`config.mk`:
```
export PLATFORM = sky130hd
export DESIGN_NAME = hmsf_top
export DESIGN_NICKNAME = d
export VERILOG_FILES = /design/src/logic/hmsf_pkg.sv /design/src/logic/hmsf_flag.sv /design/src/logic/hmsf_top.sv
export VERILOG_INCLUDE_DIRS = /design/src /design/src/logic
export SDC_FILE = /design/constraint.sdc
export NUM_CORES = 1
export LEC_CHECK = 0
export BUFFER_PORTS_ARGS = -buffer_cell sky130_fd_sc_hd__buf_2
export CAP_MARGIN = 10
export CORE_UTILIZATION = 37
export DETAILED_ROUTE_END_ITERATION = 6
export GPL_ROUTABILITY_DRIVEN = 1
export PLACE_DENSITY = 0.73
export RECOVER_POWER = 100
export SETUP_SLACK_MARGIN = 0.05
export SLEW_MARGIN = 0
export SYNTH_ARGS = -nofsm -noshare
export SYNTH_HDL_FRONTEND = slang
export SYNTH_SLANG_ARGS = --single-unit
```
`constraint.sdc`:
```
create_clock -name sys_clk_i -period 1.1 [get_ports sys_clk_i]
set_clock_uncertainty 0.1 [all_clocks]
set_input_delay 0.165 -clock sys_clk_i [delete_from_list [all_inputs] [get_ports sys_clk_i]]
set_output_delay 0.165 -clock sys_clk_i [all_outputs]
set_load 0.1 [all_outputs]
```
`src/logic/hmsf_cfg.svh`:
```
/*
  constants for the host mailbox status flag block: bit positions,
  reset values and bidirectional register indices.
  assumes it is included by bare name from the hmsf_top design module only.
*/
`ifndef HMSF_CFG_SVH
`define HMSF_CFG_SVH

`define HMSF_STATUS_RESET 8'h00
`define HMSF_BIDIR_FIRST 4'h0
`define HMSF_BIDIR_LAST 4'hF
`define HMSF_CH2_USER_MASK 8'hF4
`define HMSF_CH2_TAG_BIT 3
`define HMSF_CH2_IBF_BIT 1
`define HMSF_CH2_OBF_BIT 0
`define HMSF_CH3_IBF_BIT 7
`define HMSF_CH3_OBF_BIT 6
`define HMSF_CH3_MWO_BIT 5
`define HMSF_CH3_SWO_BIT 4

`endif

```
`src/logic/hmsf_pkg.sv`:
```
/*
  types shared by the host mailbox status flag block.
  assumes nothing, not even the constants header.
*/
package hmsf_pkg;
  // host-side lpc i/o cycle events, each a one-cycle strobe
  typedef struct packed {
    logic wr_in_mbox;
    logic addr_bit2;
    logic rd_out_mbox;
    logic wr_bidir;
    logic rd_bidir;
    logic [3:0] bidir_idx;
  } hmsf_host_ev_s;

  // local cpu bus events, each a one-cycle strobe
  typedef struct packed {
    logic rd_in_mbox;
    logic wr_out_mbox;
    logic wr_ch2_status;
    logic wr_ch3_status;
    logic [7:0] wdata;
    logic wr_bidir;
    logic rd_bidir;
    logic [3:0] bidir_idx;
  } hmsf_slave_ev_s;

  typedef enum logic {
    HMSF_LAYOUT_BIDIR,
    HMSF_LAYOUT_ALT
  } hmsf_layout_e;
endpackage

```
`src/logic/hmsf_flag.sv`:
```
/*
  one sticky status flag with set and clear strobes.
  assumes strobes are synchronous to sys_clk_i.
*/
`timescale 1ns/1ps
module hmsf_flag (
  // clock and reset
  input wire logic sys_clk_i,
  input wire logic sys_rst_i,
  // strobes
  input wire logic set_i,
  input wire logic clr_i,
  // flag
  output logic q_o
);
  // set wins so an event landing on the clearing cycle is not lost
  always_ff @(posedge sys_clk_i) begin
    if (sys_rst_i) begin
      q_o <= 1'b0;
    end else if (set_i) begin
      q_o <= 1'b1;
    end else if (clr_i) begin
      q_o <= 1'b0;
    end
  end
endmodule

```
`src/logic/hmsf_top.sv`:
```
/*
  status flags of the channel-2 mailbox and the channel-3 bidirectional
  register set, seen by the host over lpc i/o and by the local cpu.
  assumes address decode lives outside: every access arrives as a one-cycle
  strobe, synchronous to sys_clk_i, and the data registers are elsewhere.
*/
`timescale 1ns/1ps
`include "hmsf_cfg.svh"
module hmsf_top (
  // clock and reset
  input wire logic sys_clk_i,
  input wire logic sys_rst_i,
  // host lpc i/o events
  input wire hmsf_pkg::hmsf_host_ev_s host_ev_i,
  // local cpu events
  input wire hmsf_pkg::hmsf_slave_ev_s slave_ev_i,
  // channel-3 mode controls
  input wire logic two_way_reg_enable_i,
  input wire logic alt_status_select_i,
  // alternate channel-3 layout, kept outside this block
  input wire logic [7:0] ch3_alt_status_i,
  // low nibble of the bidirectional layout, kept outside this block
  input wire logic [3:0] ch3_low_status_i,
  // status registers
  output logic [7:0] channel2_status_o,
  output logic [7:0] channel3_bidir_status_o,
  // interrupt requests to the local cpu
  output logic ch2_input_full_irq_o,
  output logic bidir_input_full_irq_o
);
  import hmsf_pkg::*;

  logic [7:0] ch2_user;
  logic ch2_command_tag;
  logic ch2_input_full;
  logic ch2_output_full;
  logic bidir_input_full;
  logic bidir_output_full;
  logic master_write_owner;
  logic slave_write_owner;
  hmsf_layout_e layout;

  logic host_wr_first;
  logic host_wr_last;
  logic host_rd_last;
  logic slave_wr_first;
  logic slave_wr_last;
  logic slave_rd_last;
  logic ch3_wr_bidir_view;
  logic ch2_obf_clr;
  logic bobf_clr;
  logic swo_clr;
  logic mwo_set;
  logic swo_set;
  logic [7:0] next_ch2_status;
  logic [7:0] next_ch3_status;

  // decoded bidirectional register accesses
  assign host_wr_first = host_ev_i.wr_bidir && (host_ev_i.bidir_idx == `HMSF_BIDIR_FIRST);
  assign host_wr_last = host_ev_i.wr_bidir && (host_ev_i.bidir_idx == `HMSF_BIDIR_LAST);
  assign host_rd_last = host_ev_i.rd_bidir && (host_ev_i.bidir_idx == `HMSF_BIDIR_LAST);
  assign slave_wr_first = slave_ev_i.wr_bidir && (slave_ev_i.bidir_idx == `HMSF_BIDIR_FIRST);
  assign slave_wr_last = slave_ev_i.wr_bidir && (slave_ev_i.bidir_idx == `HMSF_BIDIR_LAST);
  assign slave_rd_last = slave_ev_i.rd_bidir && (slave_ev_i.bidir_idx == `HMSF_BIDIR_LAST);

  // layout select
  always_comb begin
    if (two_way_reg_enable_i || !alt_status_select_i) begin
      layout = HMSF_LAYOUT_BIDIR;
    end else begin
      layout = HMSF_LAYOUT_ALT;
    end
  end

  // clearing writes only act on the bidir view while it is the one shown
  assign ch3_wr_bidir_view = slave_ev_i.wr_ch3_status && (layout == HMSF_LAYOUT_BIDIR);

  // a written 1 is simply not a clear, so it leaves the flag alone
  assign ch2_obf_clr = host_ev_i.rd_out_mbox ||
    (slave_ev_i.wr_ch2_status && !slave_ev_i.wdata[`HMSF_CH2_OBF_BIT]);
  assign bobf_clr = host_rd_last ||
    (ch3_wr_bidir_view && !slave_ev_i.wdata[`HMSF_CH3_OBF_BIT]);
  assign swo_clr = host_rd_last ||
    (ch3_wr_bidir_view && !slave_ev_i.wdata[`HMSF_CH3_SWO_BIT]);

  // ownership: host write of register 0 blocks a simultaneous local claim
  assign mwo_set = host_wr_first && !slave_write_owner;
  assign swo_set = slave_wr_first && !master_write_owner && !host_wr_first;

  // user bits: only the local cpu writes them
  always_ff @(posedge sys_clk_i) begin
    if (sys_rst_i) begin
      ch2_user <= `HMSF_STATUS_RESET;
    end else if (slave_ev_i.wr_ch2_status) begin
      ch2_user <= slave_ev_i.wdata & `HMSF_CH2_USER_MASK;
    end
  end

  // command/data tag follows every host write of the input mailbox
  always_ff @(posedge sys_clk_i) begin
    if (sys_rst_i) begin
      ch2_command_tag <= 1'b0;
    end else if (host_ev_i.wr_in_mbox) begin
      ch2_command_tag <= host_ev_i.addr_bit2;
    end
  end

  // channel-2 input full
  hmsf_flag u_ch2_ibf (
    .sys_clk_i(sys_clk_i),
    .sys_rst_i(sys_rst_i),
    .set_i(host_ev_i.wr_in_mbox),
    .clr_i(slave_ev_i.rd_in_mbox),
    .q_o(ch2_input_full)
  );

  // channel-2 output full
  hmsf_flag u_ch2_obf (
    .sys_clk_i(sys_clk_i),
    .sys_rst_i(sys_rst_i),
    .set_i(slave_ev_i.wr_out_mbox),
    .clr_i(ch2_obf_clr),
    .q_o(ch2_output_full)
  );

  // bidirectional input full
  hmsf_flag u_bidir_ibf (
    .sys_clk_i(sys_clk_i),
    .sys_rst_i(sys_rst_i),
    .set_i(host_wr_last),
    .clr_i(slave_rd_last),
    .q_o(bidir_input_full)
  );

  // bidirectional output full
  hmsf_flag u_bidir_obf (
    .sys_clk_i(sys_clk_i),
    .sys_rst_i(sys_rst_i),
    .set_i(slave_wr_last),
    .clr_i(bobf_clr),
    .q_o(bidir_output_full)
  );

  // master write owner
  hmsf_flag u_master_owner (
    .sys_clk_i(sys_clk_i),
    .sys_rst_i(sys_rst_i),
    .set_i(mwo_set),
    .clr_i(slave_rd_last),
    .q_o(master_write_owner)
  );

  // slave write owner
  hmsf_flag u_slave_owner (
    .sys_clk_i(sys_clk_i),
    .sys_rst_i(sys_rst_i),
    .set_i(swo_set),
    .clr_i(swo_clr),
    .q_o(slave_write_owner)
  );

  // status images
  always_comb begin
    next_ch2_status = ch2_user;
    next_ch2_status[`HMSF_CH2_TAG_BIT] = ch2_command_tag;
    next_ch2_status[`HMSF_CH2_IBF_BIT] = ch2_input_full;
    next_ch2_status[`HMSF_CH2_OBF_BIT] = ch2_output_full;
  end

  always_comb begin
    unique case (layout)
      HMSF_LAYOUT_BIDIR: begin
        next_ch3_status = {bidir_input_full, bidir_output_full,
                           master_write_owner, slave_write_owner, ch3_low_status_i};
      end
      HMSF_LAYOUT_ALT: begin
        next_ch3_status = ch3_alt_status_i;
      end
    endcase
  end

  // registered images trade one cycle of latency for glitch-free reads
  always_ff @(posedge sys_clk_i) begin
    if (sys_rst_i) begin
      channel2_status_o <= `HMSF_STATUS_RESET;
    end else begin
      channel2_status_o <= next_ch2_status;
    end
  end

  always_ff @(posedge sys_clk_i) begin
    if (sys_rst_i) begin
      channel3_bidir_status_o <= `HMSF_STATUS_RESET;
    end else begin
      channel3_bidir_status_o <= next_ch3_status;
    end
  end

  // interrupts are level requests straight from the flag flops
  assign ch2_input_full_irq_o = ch2_input_full;
  assign bidir_input_full_irq_o = bidir_input_full;

  AST_USER_BITS: assert property (
    @(posedge sys_clk_i) disable iff (sys_rst_i)
    slave_ev_i.wr_ch2_status |=> ##1
      ((channel2_status_o & `HMSF_CH2_USER_MASK) == ($past(slave_ev_i.wdata, 2) & `HMSF_CH2_USER_MASK)))
    else $error("user bits do not follow local write");

  AST_USER_HOLD: assert property (
    @(posedge sys_clk_i) disable iff (sys_rst_i)
    !slave_ev_i.wr_ch2_status |=> $stable(ch2_user))
    else $error("user bits changed without local write");

  AST_TAG_LATCH: assert property (
    @(posedge sys_clk_i) disable iff (sys_rst_i)
    host_ev_i.wr_in_mbox |=> ##1 (channel2_status_o[`HMSF_CH2_TAG_BIT] == $past(host_ev_i.addr_bit2, 2)))
    else $error("command tag not latched from address bit 2");

  AST_CH2_IBF_SET: assert property (
    @(posedge sys_clk_i) disable iff (sys_rst_i)
    host_ev_i.wr_in_mbox |=> ch2_input_full ##1 channel2_status_o[`HMSF_CH2_IBF_BIT])
    else $error("input full not set by host write");

  AST_CH2_IBF_CLR: assert property (
    @(posedge sys_clk_i) disable iff (sys_rst_i)
    (slave_ev_i.rd_in_mbox && !host_ev_i.wr_in_mbox) |=> !ch2_input_full)
    else $error("input full not cleared by local read");

  AST_CH2_IRQ: assert property (
    @(posedge sys_clk_i) disable iff (sys_rst_i)
    $rose(ch2_input_full) |-> ch2_input_full_irq_o ##1 channel2_status_o[`HMSF_CH2_IBF_BIT])
    else $error("input full interrupt missing");

  AST_CH2_OBF_SET: assert property (
    @(posedge sys_clk_i) disable iff (sys_rst_i)
    slave_ev_i.wr_out_mbox |=> ch2_output_full)
    else $error("output full not set by local write");

  AST_CH2_OBF_CLR: assert property (
    @(posedge sys_clk_i) disable iff (sys_rst_i)
    (host_ev_i.rd_out_mbox && !slave_ev_i.wr_out_mbox) |=> !ch2_output_full)
    else $error("output full not cleared by host read");

  AST_CH2_OBF_ONE: assert property (
    @(posedge sys_clk_i) disable iff (sys_rst_i)
    (slave_ev_i.wr_ch2_status && slave_ev_i.wdata[`HMSF_CH2_OBF_BIT] && !ch2_output_full &&
     !slave_ev_i.wr_out_mbox) |=> !ch2_output_full)
    else $error("written 1 set output full");

  AST_LAYOUT: assert property (
    @(posedge sys_clk_i) disable iff (sys_rst_i)
    (!two_way_reg_enable_i && alt_status_select_i) |=> (channel3_bidir_status_o == $past(ch3_alt_status_i)))
    else $error("alternate layout not shown");

  AST_BIBF_SET: assert property (
    @(posedge sys_clk_i) disable iff (sys_rst_i)
    host_wr_last |=> bidir_input_full)
    else $error("bidir input full not set");

  AST_BIBF_CLR: assert property (
    @(posedge sys_clk_i) disable iff (sys_rst_i)
    (slave_rd_last && !host_wr_last) |=> !bidir_input_full && !bidir_input_full_irq_o)
    else $error("bidir input full not cleared");

  AST_BOBF_SET: assert property (
    @(posedge sys_clk_i) disable iff (sys_rst_i)
    slave_wr_last |=> bidir_output_full)
    else $error("bidir output full not set");

  AST_BOBF_CLR: assert property (
    @(posedge sys_clk_i) disable iff (sys_rst_i)
    (host_rd_last && !slave_wr_last) |=> !bidir_output_full)
    else $error("bidir output full not cleared by host read");

  AST_MWO_SET: assert property (
    @(posedge sys_clk_i) disable iff (sys_rst_i)
    (host_wr_first && !slave_write_owner) |=> master_write_owner)
    else $error("master owner not set");

  AST_MWO_CLR: assert property (
    @(posedge sys_clk_i) disable iff (sys_rst_i)
    (slave_rd_last && !mwo_set) |=> !master_write_owner)
    else $error("master owner not cleared");

  AST_SWO_PRIO: assert property (
    @(posedge sys_clk_i) disable iff (sys_rst_i)
    (host_wr_first && slave_wr_first && !slave_write_owner) |=>
      (master_write_owner && !slave_write_owner))
    else $error("host did not win ownership tie");

  AST_SWO_CLR: assert property (
    @(posedge sys_clk_i) disable iff (sys_rst_i)
    (host_rd_last && !swo_set) |=> !slave_write_owner)
    else $error("slave owner not cleared by host read");

  AST_OWN_EXCL: assert property (
    @(posedge sys_clk_i) disable iff (sys_rst_i)
    !(master_write_owner && $rose(slave_write_owner)))
    else $error("slave owner set while master owns");

  AST_TAG_STABLE: assert property (
    @(posedge sys_clk_i) disable iff (sys_rst_i)
    !host_ev_i.wr_in_mbox |=> $stable(ch2_command_tag))
    else $error("command tag changed without host write");

  AST_CH2_IBF_RISE: assert property (
    @(posedge sys_clk_i) disable iff (sys_rst_i)
    $rose(ch2_input_full) |-> $past(host_ev_i.wr_in_mbox))
    else $error("input full rose without host write");

  AST_CH2_IRQ_LAG: assert property (
    @(posedge sys_clk_i) disable iff (sys_rst_i)
    channel2_status_o[`HMSF_CH2_IBF_BIT] |-> $past(ch2_input_full_irq_o))
    else $error("input full shown without prior interrupt");

  AST_CH2_OBF_RISE: assert property (
    @(posedge sys_clk_i) disable iff (sys_rst_i)
    $rose(ch2_output_full) |-> $past(slave_ev_i.wr_out_mbox))
    else $error("output full rose without output mailbox write");

  AST_CH3_BIDIR_VIEW: assert property (
    @(posedge sys_clk_i) disable iff (sys_rst_i)
    (two_way_reg_enable_i || !alt_status_select_i) |=> (channel3_bidir_status_o ==
      $past({bidir_input_full, bidir_output_full, master_write_owner, slave_write_owner, ch3_low_status_i})))
    else $error("bidirectional layout not shown");

  AST_BIBF_RISE: assert property (
    @(posedge sys_clk_i) disable iff (sys_rst_i)
    $rose(bidir_input_full_irq_o) |-> $past(host_wr_last))
    else $error("bidir interrupt rose without host write");

  AST_BOBF_RISE: assert property (
    @(posedge sys_clk_i) disable iff (sys_rst_i)
    $rose(bidir_output_full) |-> $past(slave_wr_last))
    else $error("bidir output full rose without local write");

  AST_MWO_RISE: assert property (
    @(posedge sys_clk_i) disable iff (sys_rst_i)
    $rose(master_write_owner) |-> $past(host_wr_first))
    else $error("master owner rose without host write");

  AST_SWO_RISE: assert property (
    @(posedge sys_clk_i) disable iff (sys_rst_i)
    $rose(slave_write_owner) |-> $past(slave_wr_first))
    else $error("slave owner rose without local write");

  AST_RESET: assert property (
    @(posedge sys_clk_i)
    $past(sys_rst_i) |-> (channel2_status_o == `HMSF_STATUS_RESET) && !ch2_input_full && !slave_write_owner)
    else $error("state not zero after reset");
endmodule
```
==> results of run 1 <==
timing repair:
action	CTS	global route
hold endpoints to repair	14	0
endpoints found under the setup margin	18	20
gates resized for setup	0	1
pin swaps	0	2
hold buffers	18	0
buffers inserted	2	0
registers in the layout, indices dropped and copies added, names as in the netlist:
| signal | flops |
|---|---|
| u_ch2_obf.q_o | 1 |
| u_bidir_obf.q_o | 1 |
| u_master_owner.q_o | 1 |
| u_slave_owner.q_o | 1 |
| ch2_command_tag | 1 |
| ch2_user | 5 |
| u_ch2_ibf.q_o | 1 |
| channel3_bidir_status_o | 8 |
| u_bidir_ibf.q_o | 1 |
| channel2_status_o | 8 |
report_power, final:
| group | internal, mW | total [mW] | switching, mW |
|---|---|---|---|
| logic | 0.254 | 0.584 | 0.330 |
| registers | 1.07 | 1.10 | 0.0338 |
| clock network | 0.202 | 0.495 | 0.292 |
worst max path at each step:
stage | from | end | depth (start not counted)
after CTS | channel2_status_o[6] | channel2_status_o[6] | 1
after global placement | alt_status_select_i | u_slave_owner.q_o | 4
final | channel3_bidir_status_o[7] | channel3_bidir_status_o[7] | 1
after floorplan | u_bidir_ibf.q_o | u_bidir_ibf.q_o | 2
after detailed placement | alt_status_select_i | u_bidir_obf.q_o | 4
after global routing | u_bidir_ibf.q_o | bidir_input_full_irq_o | 1
logic make-up after synthesis:
| group | share of synthesized area, % |
|---|---|
| multiplexers | 5.90 |
| flip-flops | 55.1 |
| buffers and inverters | 3.94 |
| AND/OR/NAND/NOR | 22.6 |
| AO/OA/AOI/OAI | 12.4 |
through the flow:
| stage | worst slack [ns] | total power [mW] |
|---|---|---|
| 2_1_floorplan | -0.0471 | 1.42 |
| 3_3_place_gp | -0.161 | 1.64 |
| 3_5_place_dp | -0.193 | 1.65 |
| 4_1_cts | -0.0496 | 2.18 |
| 5_1_grt | -0.0964 | 2.29 |
| 6_report | -0.0525 | 2.18 |
routing by layer:
layer	up-vias	global-route usage [%]	routed length [um]	part of all wire, %
li1	508	-	-	-
met1	468	23.2	1050	37
met2	52	38.6	1530	54
met3	12	2.50	130	4.6
met4	0	15.4	125	4.4
met5	-	0	0	0
layout by cell type, fill, tap and decap left out:
| cell type | netlist | final |
|---|---|---|
| o211ai_2 | 1 | 1 |
| buf_4 | 0 | 4 |
| dfxtp_2 | 0 | 18 |
| nand4_1 | 1 | 1 |
| nor2_1 | 10 | 10 |
| nand2b_1 | 4 | 4 |
| dfxtp_1 | 28 | 10 |
| clkbuf_1 | 2 | 1 |
| o21ba_1 | 2 | 2 |
| a21oi_1 | 11 | 11 |
| clkbuf_8 | 0 | 1 |
| nor2b_2 | 0 | 1 |
| nor3_2 | 1 | 1 |
| a31oi_1 | 1 | 1 |
| buf_12 | 0 | 18 |
| or4b_4 | 1 | 1 |
| buf_2 | 2 | 38 |
| and4_1 | 1 | 1 |
| inv_1 | 4 | 4 |
| nor2b_1 | 9 | 8 |
| dlygate4sd3_1 | 0 | 18 |
| nand2_1 | 17 | 17 |
| a21boi_0 | 1 | 1 |
| nor4b_1 | 1 | 1 |
| mux2i_1 | 6 | 6 |
| a21boi_1 | 1 | 1 |
| clkbuf_4 | 0 | 3 |
| o221ai_1 | 2 | 2 |
final cells by class:
class                      count  area [um2]
timing repair buffer          79         764
fill                         195         689
sequential                    28         583
multi-input combinational     70         419
tap                           30        37.5
clock buffer                   4        36.3
inverter                       4        15.0
==> run summary, run 1 <==
post-synthesis instance total: 108
most frequent cell after synthesis: dfxtp_1
depth of the worst hold-timing path: 3
worst hold slack: -0.00141 ns
Post-synth EDFFs: 0
final worst slack: -0.0525 ns
# clock sinks: 28
reg2reg start: u_bidir_ibf.q_o
final net count: 229
die area: 2960 um2
library cells used by synthesis: 22
post-synthesis sequential area ratio: 55.1%
Slew headroom: 75.1%
pins over their slew limit: 0
CTS Buf Count: 3
vias: 1040
Ys Warns: 0
root buffer cell: clkbuf_4
I/O Buffers: 58
most common flop cell mapped by yosys: dfxtp_1
total track usage: 21.6%
post-layout min period: 1.15 ns
post-route cell area: 1860 um2
PD cells: 1180 nW/um2
CTS tree: built
Syn Nets: 151
Post-synth ARST share: 0%
Core Area: 2540 um2
DRT iter0 DRCs: 13
Vias per Instance: 4.84
Final Hold Viols: 2
#FFs+latches synth: 28
Clk Latency, worst-skew pair: 0.32 ns
reg2reg path depth: 3
cell chain of the critical path: buf_12
Synth top area share: 55.1%
Synth area leaders: dfxtp_1 55%, nand2_1 6.3%, mux2i_1 5.9%
Top delay family on crit path: flip-flops
failing checks: hold timing, setup timing
max cap viols: 0
clk buf depth: 2
startpoint type of the worst setup path: register
n_diodes: 0
Crit Path Category: reg -> out
Worst-Margin Slew: 0.372 ns
Cells after DPL: 192
Setup crit end kind: output pin
Critical path buffers and inverters: 1
Leak: 0.850 nW
starting density of the core: 40.0%
die height: 54.4 um
post-route ant nets: 0
TNS Setup: -0.518 ns
# IOs: 61
residual DRC count: 0
status: finished, violations left
H-Tree Level Count: 1
area grow syn2layout: 82.4%
HPWL after DPL: 1950 um
worst min-delay path category: in -> reg
Syn Area/Cell: 9.42 um2
GPL Wtd Cong: 0.679
total global routing overflow: 0
Post-Route WL: 2830 um
Worst Path Arrival: 0.89 ns
critical-path maximum fanout: 1
first-pass GRT wire length: 4420 um
drt pass-1 iters: 4
R2R Path End: u_bidir_ibf.q_o
Hold Path Sink: ch2_user[5]
Synth top cells by count: 28 x dfxtp_1, 17 x nand2_1, 11 x a21oi_1
initial antenna violation count: 0
required time worst endpoint: 0.83 ns
largest net degree at the start of global routing: 16
R2R Setup Slk: 0.09 ns
post-DR wirelength/cell: 13.2 um
Non-Filler Instances: 215
Clock transition at path regs: 0.15 ns
hold path startpoint: slave_ev_i[11]
fmax: 868 MHz
Worst VDD drop: 0.859 mV
share of cells above drive strength 1: 46.5%
Area after DPL: 1630 um2
Finish-stage setup viols: 18
fin crit share: 105%
die width: 54.4 um
# rows: 18
vias in the first global route: 1035
Largest stage delay, worst path: 0.39 ns
unrepaired setup endpoints after global routing: true
Critical-path top delay cell: dfxtp_2
Synth Cell Area: 1020 um2
post-layout util: 72.9%
post-synth top area cell: dfxtp_1
Power figures use the tool's default switching activity.
==> run 2, diff against run 1 <==
--- a/config.mk
+++ b/config.mk
@@ -9,6 +9,7 @@
 export BUFFER_PORTS_ARGS = -buffer_cell sky130_fd_sc_hd__buf_2
 export CAP_MARGIN = 10
 export CORE_UTILIZATION = 37
+export CTS_BUF_LIST = sky130_fd_sc_hd__clkbuf_8 sky130_fd_sc_hd__clkbuf_16
 export DETAILED_ROUTE_END_ITERATION = 6
 export GPL_ROUTABILITY_DRIVEN = 1
 export PLACE_DENSITY = 0.73
==> run 2 against run 1 <==
  * Sequential power is essentially flat
  * Via count shrank 10%
  * Final area shrank 9.8%
  * Clock power grew 25%
  * Power grew 2.8%
  * Register-to-register slack is essentially flat
  * The flow now finishes without violations
  * First-iteration DRC count shrank 38%
  * Largest power group unchanged
  * Die area is the same
  * Critical endpoint is now bidir_input_full_irq_o
  * Wire length shrank 13%
  * Largest cell class is now flip-flops and latches
  * Final cell count shrank 7.9%
==> run summary, run 2 (synthesis results as in run 1) <==
status: finished, final reports clean
largest net degree at the start of global routing: 16
reg2reg path depth: 3
worst min-delay path category: in -> reg
Top delay family on crit path: flip-flops
Register Area: 583 um2
required time worst endpoint: 0.83 ns
Slew headroom: 61.0%
die width: 54.4 um
clk buf depth: 2
first-pass GRT wire length: 3850 um
n_diodes: 0
DRT iter0 DRCs: 8
critical-path maximum fanout: 2
pre-CTS WS: -0.193 ns
# clock sinks: 28
PD cells: 1340 nW/um2
area grow syn2layout: 64.5%
Post-Route WL: 2460 um
max cap viols: 0
H-Tree Level Count: 1
Worst Path Arrival: 0.81 ns
highest-count cells in the layout ignoring fill and taps: 39 x buf_2, 18 x dfxtp_2, 17 x nand2_1
final worst slack: 0.0270 ns
share of cells above drive strength 1: 50.0%
fmax: 932 MHz
TNS Setup: 0 ns
CTS Buf Count: 3
pins over their slew limit: 0
Leak: 0.775 nW
HPWL after DPL: 1950 um
Clock transition at path regs: 0.10 ns
fin crit share: 97.5%
unrepaired setup endpoints after global routing: true
commonest non-fill, non-tap cell in the layout: buf_2
# IOs: 61
Final Hold Viols: 0
residual DRC count: 0
Finish-stage setup viols: 0
Setup crit end kind: output pin
Area after DPL: 1630 um2
cell chain of the critical path: buf_12
CTS tree: built
depth of the worst hold-timing path: 3
starting density of the core: 40.0%
fill cell count: 222
Critical-path top delay cell: dfxtp_2
final net count: 212
Crit Path Category: reg -> out
# rows: 18
Core Area: 2540 um2
Vias per Instance: 4.70
root buffer cell: clkbuf_8
vias in the first global route: 928
drt pass-1 iters: 4
startpoint type of the worst setup path: register
I/O Buffers: 58
total design power: 2.24 mW
initial antenna violation count: 0
Critical path buffers and inverters: 1
instance count on the critical path: 1
Worst-Margin Slew: 0.585 ns
post-DR wirelength/cell: 12.4 um
total global routing overflow: 0
post-route ant nets: 0
die area: 2960 um2
Largest regs: channel2_status_o x8, channel3_bidir_status_o x8, ch2_user x5
GPL Wtd Cong: 0.679
post-layout min period: 1.07 ns
post-route cell area: 1670 um2
Worst VDD drop: 0.779 mV
post-layout util: 65.7%
total track usage: 18.8%
Clk Latency, worst-skew pair: 0.26 ns
die height: 54.4 um
Largest stage delay, worst path: 0.36 ns
Multi-input gate area: 409 um2
vias: 931
[run 2: changes by cell type in the layout (fill, tap and decap cells not counted), moves of 2 or more]
cell           before  now
dlygate4sd3_1      18    0
clkbuf_4            3    0
clkbuf_8            1    4
buf_12             18   16
buf_4               4    2
buf_8               0    2
[run 2: layout make-up]
class	count	share of cell area, %
clock buffer	4	3.29
inverter	4	0.898
multi-input combinational	70	24.5
sequential	28	34.9
tap	30	2.24
timing repair buffer	62	34.3
[run 2: per-stage QoR]
stage               cells  hold WS, ns
floorplan             108        0.182
global placement      192        0.280
detailed placement    192        0.288
CTS                   198      0.00240
global route          198      0.00576
finish                198       0.0118
[run 2: path summary, 6_finish.rpt]
path              startpoint                     end  slack, ns
max          u_bidir_ibf.q_o  bidir_input_full_irq_o       0.03
min           slave_ev_i[16]           u_ch2_obf.q_o       0.01
max reg2reg  u_bidir_ibf.q_o         u_bidir_ibf.q_o       0.10
min reg2reg      ch2_user[6]    channel2_status_o[6]       0.36
[run 2: repair_timing]
| action | in CTS | in global routing |
|---|---|---|
| endpoints found under the setup margin | 18 | 20 |
| hold buffers | 0 | 0 |
| gates resized for setup | 0 | 1 |
| setup buffers | 2 | 0 |
[run 2: tightest hold or removal path: cells and delay by family]
kind,cells,cell delay (ns)
compound gates,1,0.03
simple gates,1,0.07
buf+inv,1,0.08
[run 2: where the power goes]
| part | leakage, nW | total, mW | switching (mW) | internal (mW) |
|---|---|---|---|---|
| combinational | 0.509 | 0.524 | 0.316 | 0.208 |
| clock | 0.0288 | 0.619 | 0.299 | 0.320 |
| sequential | 0.237 | 1.10 | 0.0326 | 1.07 |
[run 2: routing by layer]
metal,track usage (%),share of wire [%],vias to the layer above
met4,12.4,1.1,0
met3,3.06,4.2,2
li1,-,-,475
met5,0,0,-
met1,19.0,38,425
met2,35.0,57,29
==> run 3, diff against run 2 <==
--- a/config.mk
+++ b/config.mk
@@ -8,11 +8,11 @@
 export LEC_CHECK = 0
 export BUFFER_PORTS_ARGS = -buffer_cell sky130_fd_sc_hd__buf_2
 export CAP_MARGIN = 10
-export CORE_UTILIZATION = 37
+export CORE_ASPECT_RATIO = 1.25
+export CORE_UTILIZATION = 30
 export CTS_BUF_LIST = sky130_fd_sc_hd__clkbuf_8 sky130_fd_sc_hd__clkbuf_16
 export DETAILED_ROUTE_END_ITERATION = 6
 export GPL_ROUTABILITY_DRIVEN = 1
-export PLACE_DENSITY = 0.73
 export RECOVER_POWER = 100
 export SETUP_SLACK_MARGIN = 0.05
 export SLEW_MARGIN = 0
==> run 3 against run 2 <==
  * Maximum frequency down 0.19%
  * Sequential power about the same
  * Flip-flop and latch count unchanged
==> run summary, run 3 (synthesis results as in run 1) <==
status: finished, final reports clean
worst hold slack: 0.0216 ns
Setup crit end kind: output pin
share of cells above drive strength 1: 49.7%
reg2reg start: u_bidir_ibf.q_o
total global routing overflow: 0
Vias per Instance: 4.59
GPL Wtd Cong: 0.789
root buffer cell: clkbuf_8
hold path startpoint: slave_ev_i[16]
Non-Filler Instances: 206
largest net degree at the start of global routing: 19
crit path from: u_ch2_ibf.q_o
# clock sinks: 28
Gate power share: 23.3%
max cap viols: 0
switch share: 28.8%
initial antenna violation count: 0
Int Power: 1.59 mW
post-layout min period: 1.08 ns
Leak: 0.772 nW
CTS Buf Count: 3
total track usage: 14.8%
area grow syn2layout: 64.0%
pins over their slew limit: 0
Top delay family on crit path: flip-flops
DRT iter0 DRCs: 16
total design power: 2.23 mW
post-route ant nets: 0
Critical path buffers and inverters: 1
CTS tree: built
final worst slack: 0.0249 ns
vias in the first global route: 939
die area: 3630 um2
die width: 54.1 um
highest-count cells in the layout ignoring fill and taps: 38 x buf_2, 18 x dfxtp_2, 17 x nand2_1
Clk pwr share: 27.6%
fill cell count: 311
HPWL after DPL: 1950 um
Core Area: 3220 um2
starting density of the core: 31.6%
Post-Route WL: 2400 um
I/O Buffers: 58
unrepaired setup endpoints after global routing: true
Clock transition at path regs: 0.09 ns
Post-CTS Hold Buffers: 0
first-pass GRT wire length: 3850 um
Finish-stage setup viols: 0
final net count: 213
Worst-Margin Slew: 0.366 ns
Final Hold Viols: 0
post-layout util: 51.7%
residual DRC count: 0
pre-CTS WS: -0.211 ns
Worst VDD drop: 0.830 mV
PD cells: 1340 nW/um2
worst min-delay path category: in -> reg
# rows: 23
Critical-path top delay cell: dfxtp_2
startpoint type of the worst setup path: register
Crit Path Category: reg -> out
Largest regs: channel2_status_o x8, channel3_bidir_status_o x8, ch2_user x5
Clk Latency, worst-skew pair: 0.26 ns
Worst Path Arrival: 0.81 ns
Slew headroom: 75.5%
Largest stage delay, worst path: 0.37 ns
fmax: 930 MHz
switching pwr: 0.642 mW
die height: 67.1 um
vias: 945
fin crit share: 97.7%
critical-path maximum fanout: 2
# IOs: 61
Cells after DPL: 200
drt pass-1 iters: 4
commonest non-fill, non-tap cell in the layout: buf_2
cell chain of the critical path: buf_12
clk buf depth: 2
required time worst endpoint: 0.83 ns
Seq pwr share: 49.2%
post-DR wirelength/cell: 11.7 um
H-Tree Level Count: 1
n_diodes: 0
## run 3: cell types whose count changed in the layout (fill, tap and decap cells not counted)
| cell | change |
|---|---|
| clkbuf_1 | +1 |
| clkbuf_4 | +1 |
| buf_2 | -1 |
| buf_8 | +4 |
| buf_12 | -4 |
## run 3: power by group through the flow
stage	Combinational [mW]	Sequential [mW]	Clock, mW
final	0.518	1.10	0.614
after global routing	0.549	1.10	0.664
after CTS	0.537	1.10	0.649
after detailed placement	0.532	1.12	0
after global placement	0.523	1.12	0
after floorplan	0.0946	1.32	0
## run 3: final cells by class
| class | instances | area (um2) | share of cell area, % |
|---|---|---|---|
| Multi-Input combinational cell | 70 | 409 | 24.5 |
| Timing Repair Buffer | 63 | 559 | 33.5 |
| Sequential cell | 28 | 583 | 35.0 |
| Inverter | 4 | 15.0 | 0.900 |
| Clock buffer | 4 | 55.1 | 3.30 |
| Tap cell | 37 | 46.3 | 2.78 |
## run 3: per-layer routing
metal / global-route usage, % / up-vias / share of wire (%)
li1: - / 476 / -
met4: 6.41 / 0 / 0.50
met1: 14.5 / 423 / 37
met3: 3.20 / 2 / 8.2
met5: 0 / - / 0
met2: 28.4 / 44 / 54
## run 3: tightest hold or removal path, cell delays in order
cell,delay [ns]
buf_2,0.08
a31oi_1,0.04
nor2_1,0.08
## run 3: path summary, 6_finish.rpt
kind | to | slack, ns | cells after the start
setup reg to reg | u_bidir_ibf.q_o | 0.13 | 3
setup / recovery | ch2_input_full_irq_o | 0.02 | 1
hold / removal | u_ch2_obf.q_o | 0.02 | 3
hold reg to reg | channel3_bidir_status_o[6] | 0.36 | 2
## run 3: timing repair
| item | 4_1_cts | 5_1_grt |
|---|---|---|
| buffers inserted | 2 | 0 |
| pin swaps | 0 | 0 |
| resized for setup | 0 | 1 |
| setup endpoints to repair | 18 | 21 |
## run 3: stage by stage
stage / instance area [um2] / setup TNS [ns]
finish: 1670 / 0
global route: 1670 / -0.00386
CTS: 1710 / 0
detailed placement: 1640 / -1.49
global placement: 1640 / -0.909
floorplan: 1040 / -0.0790
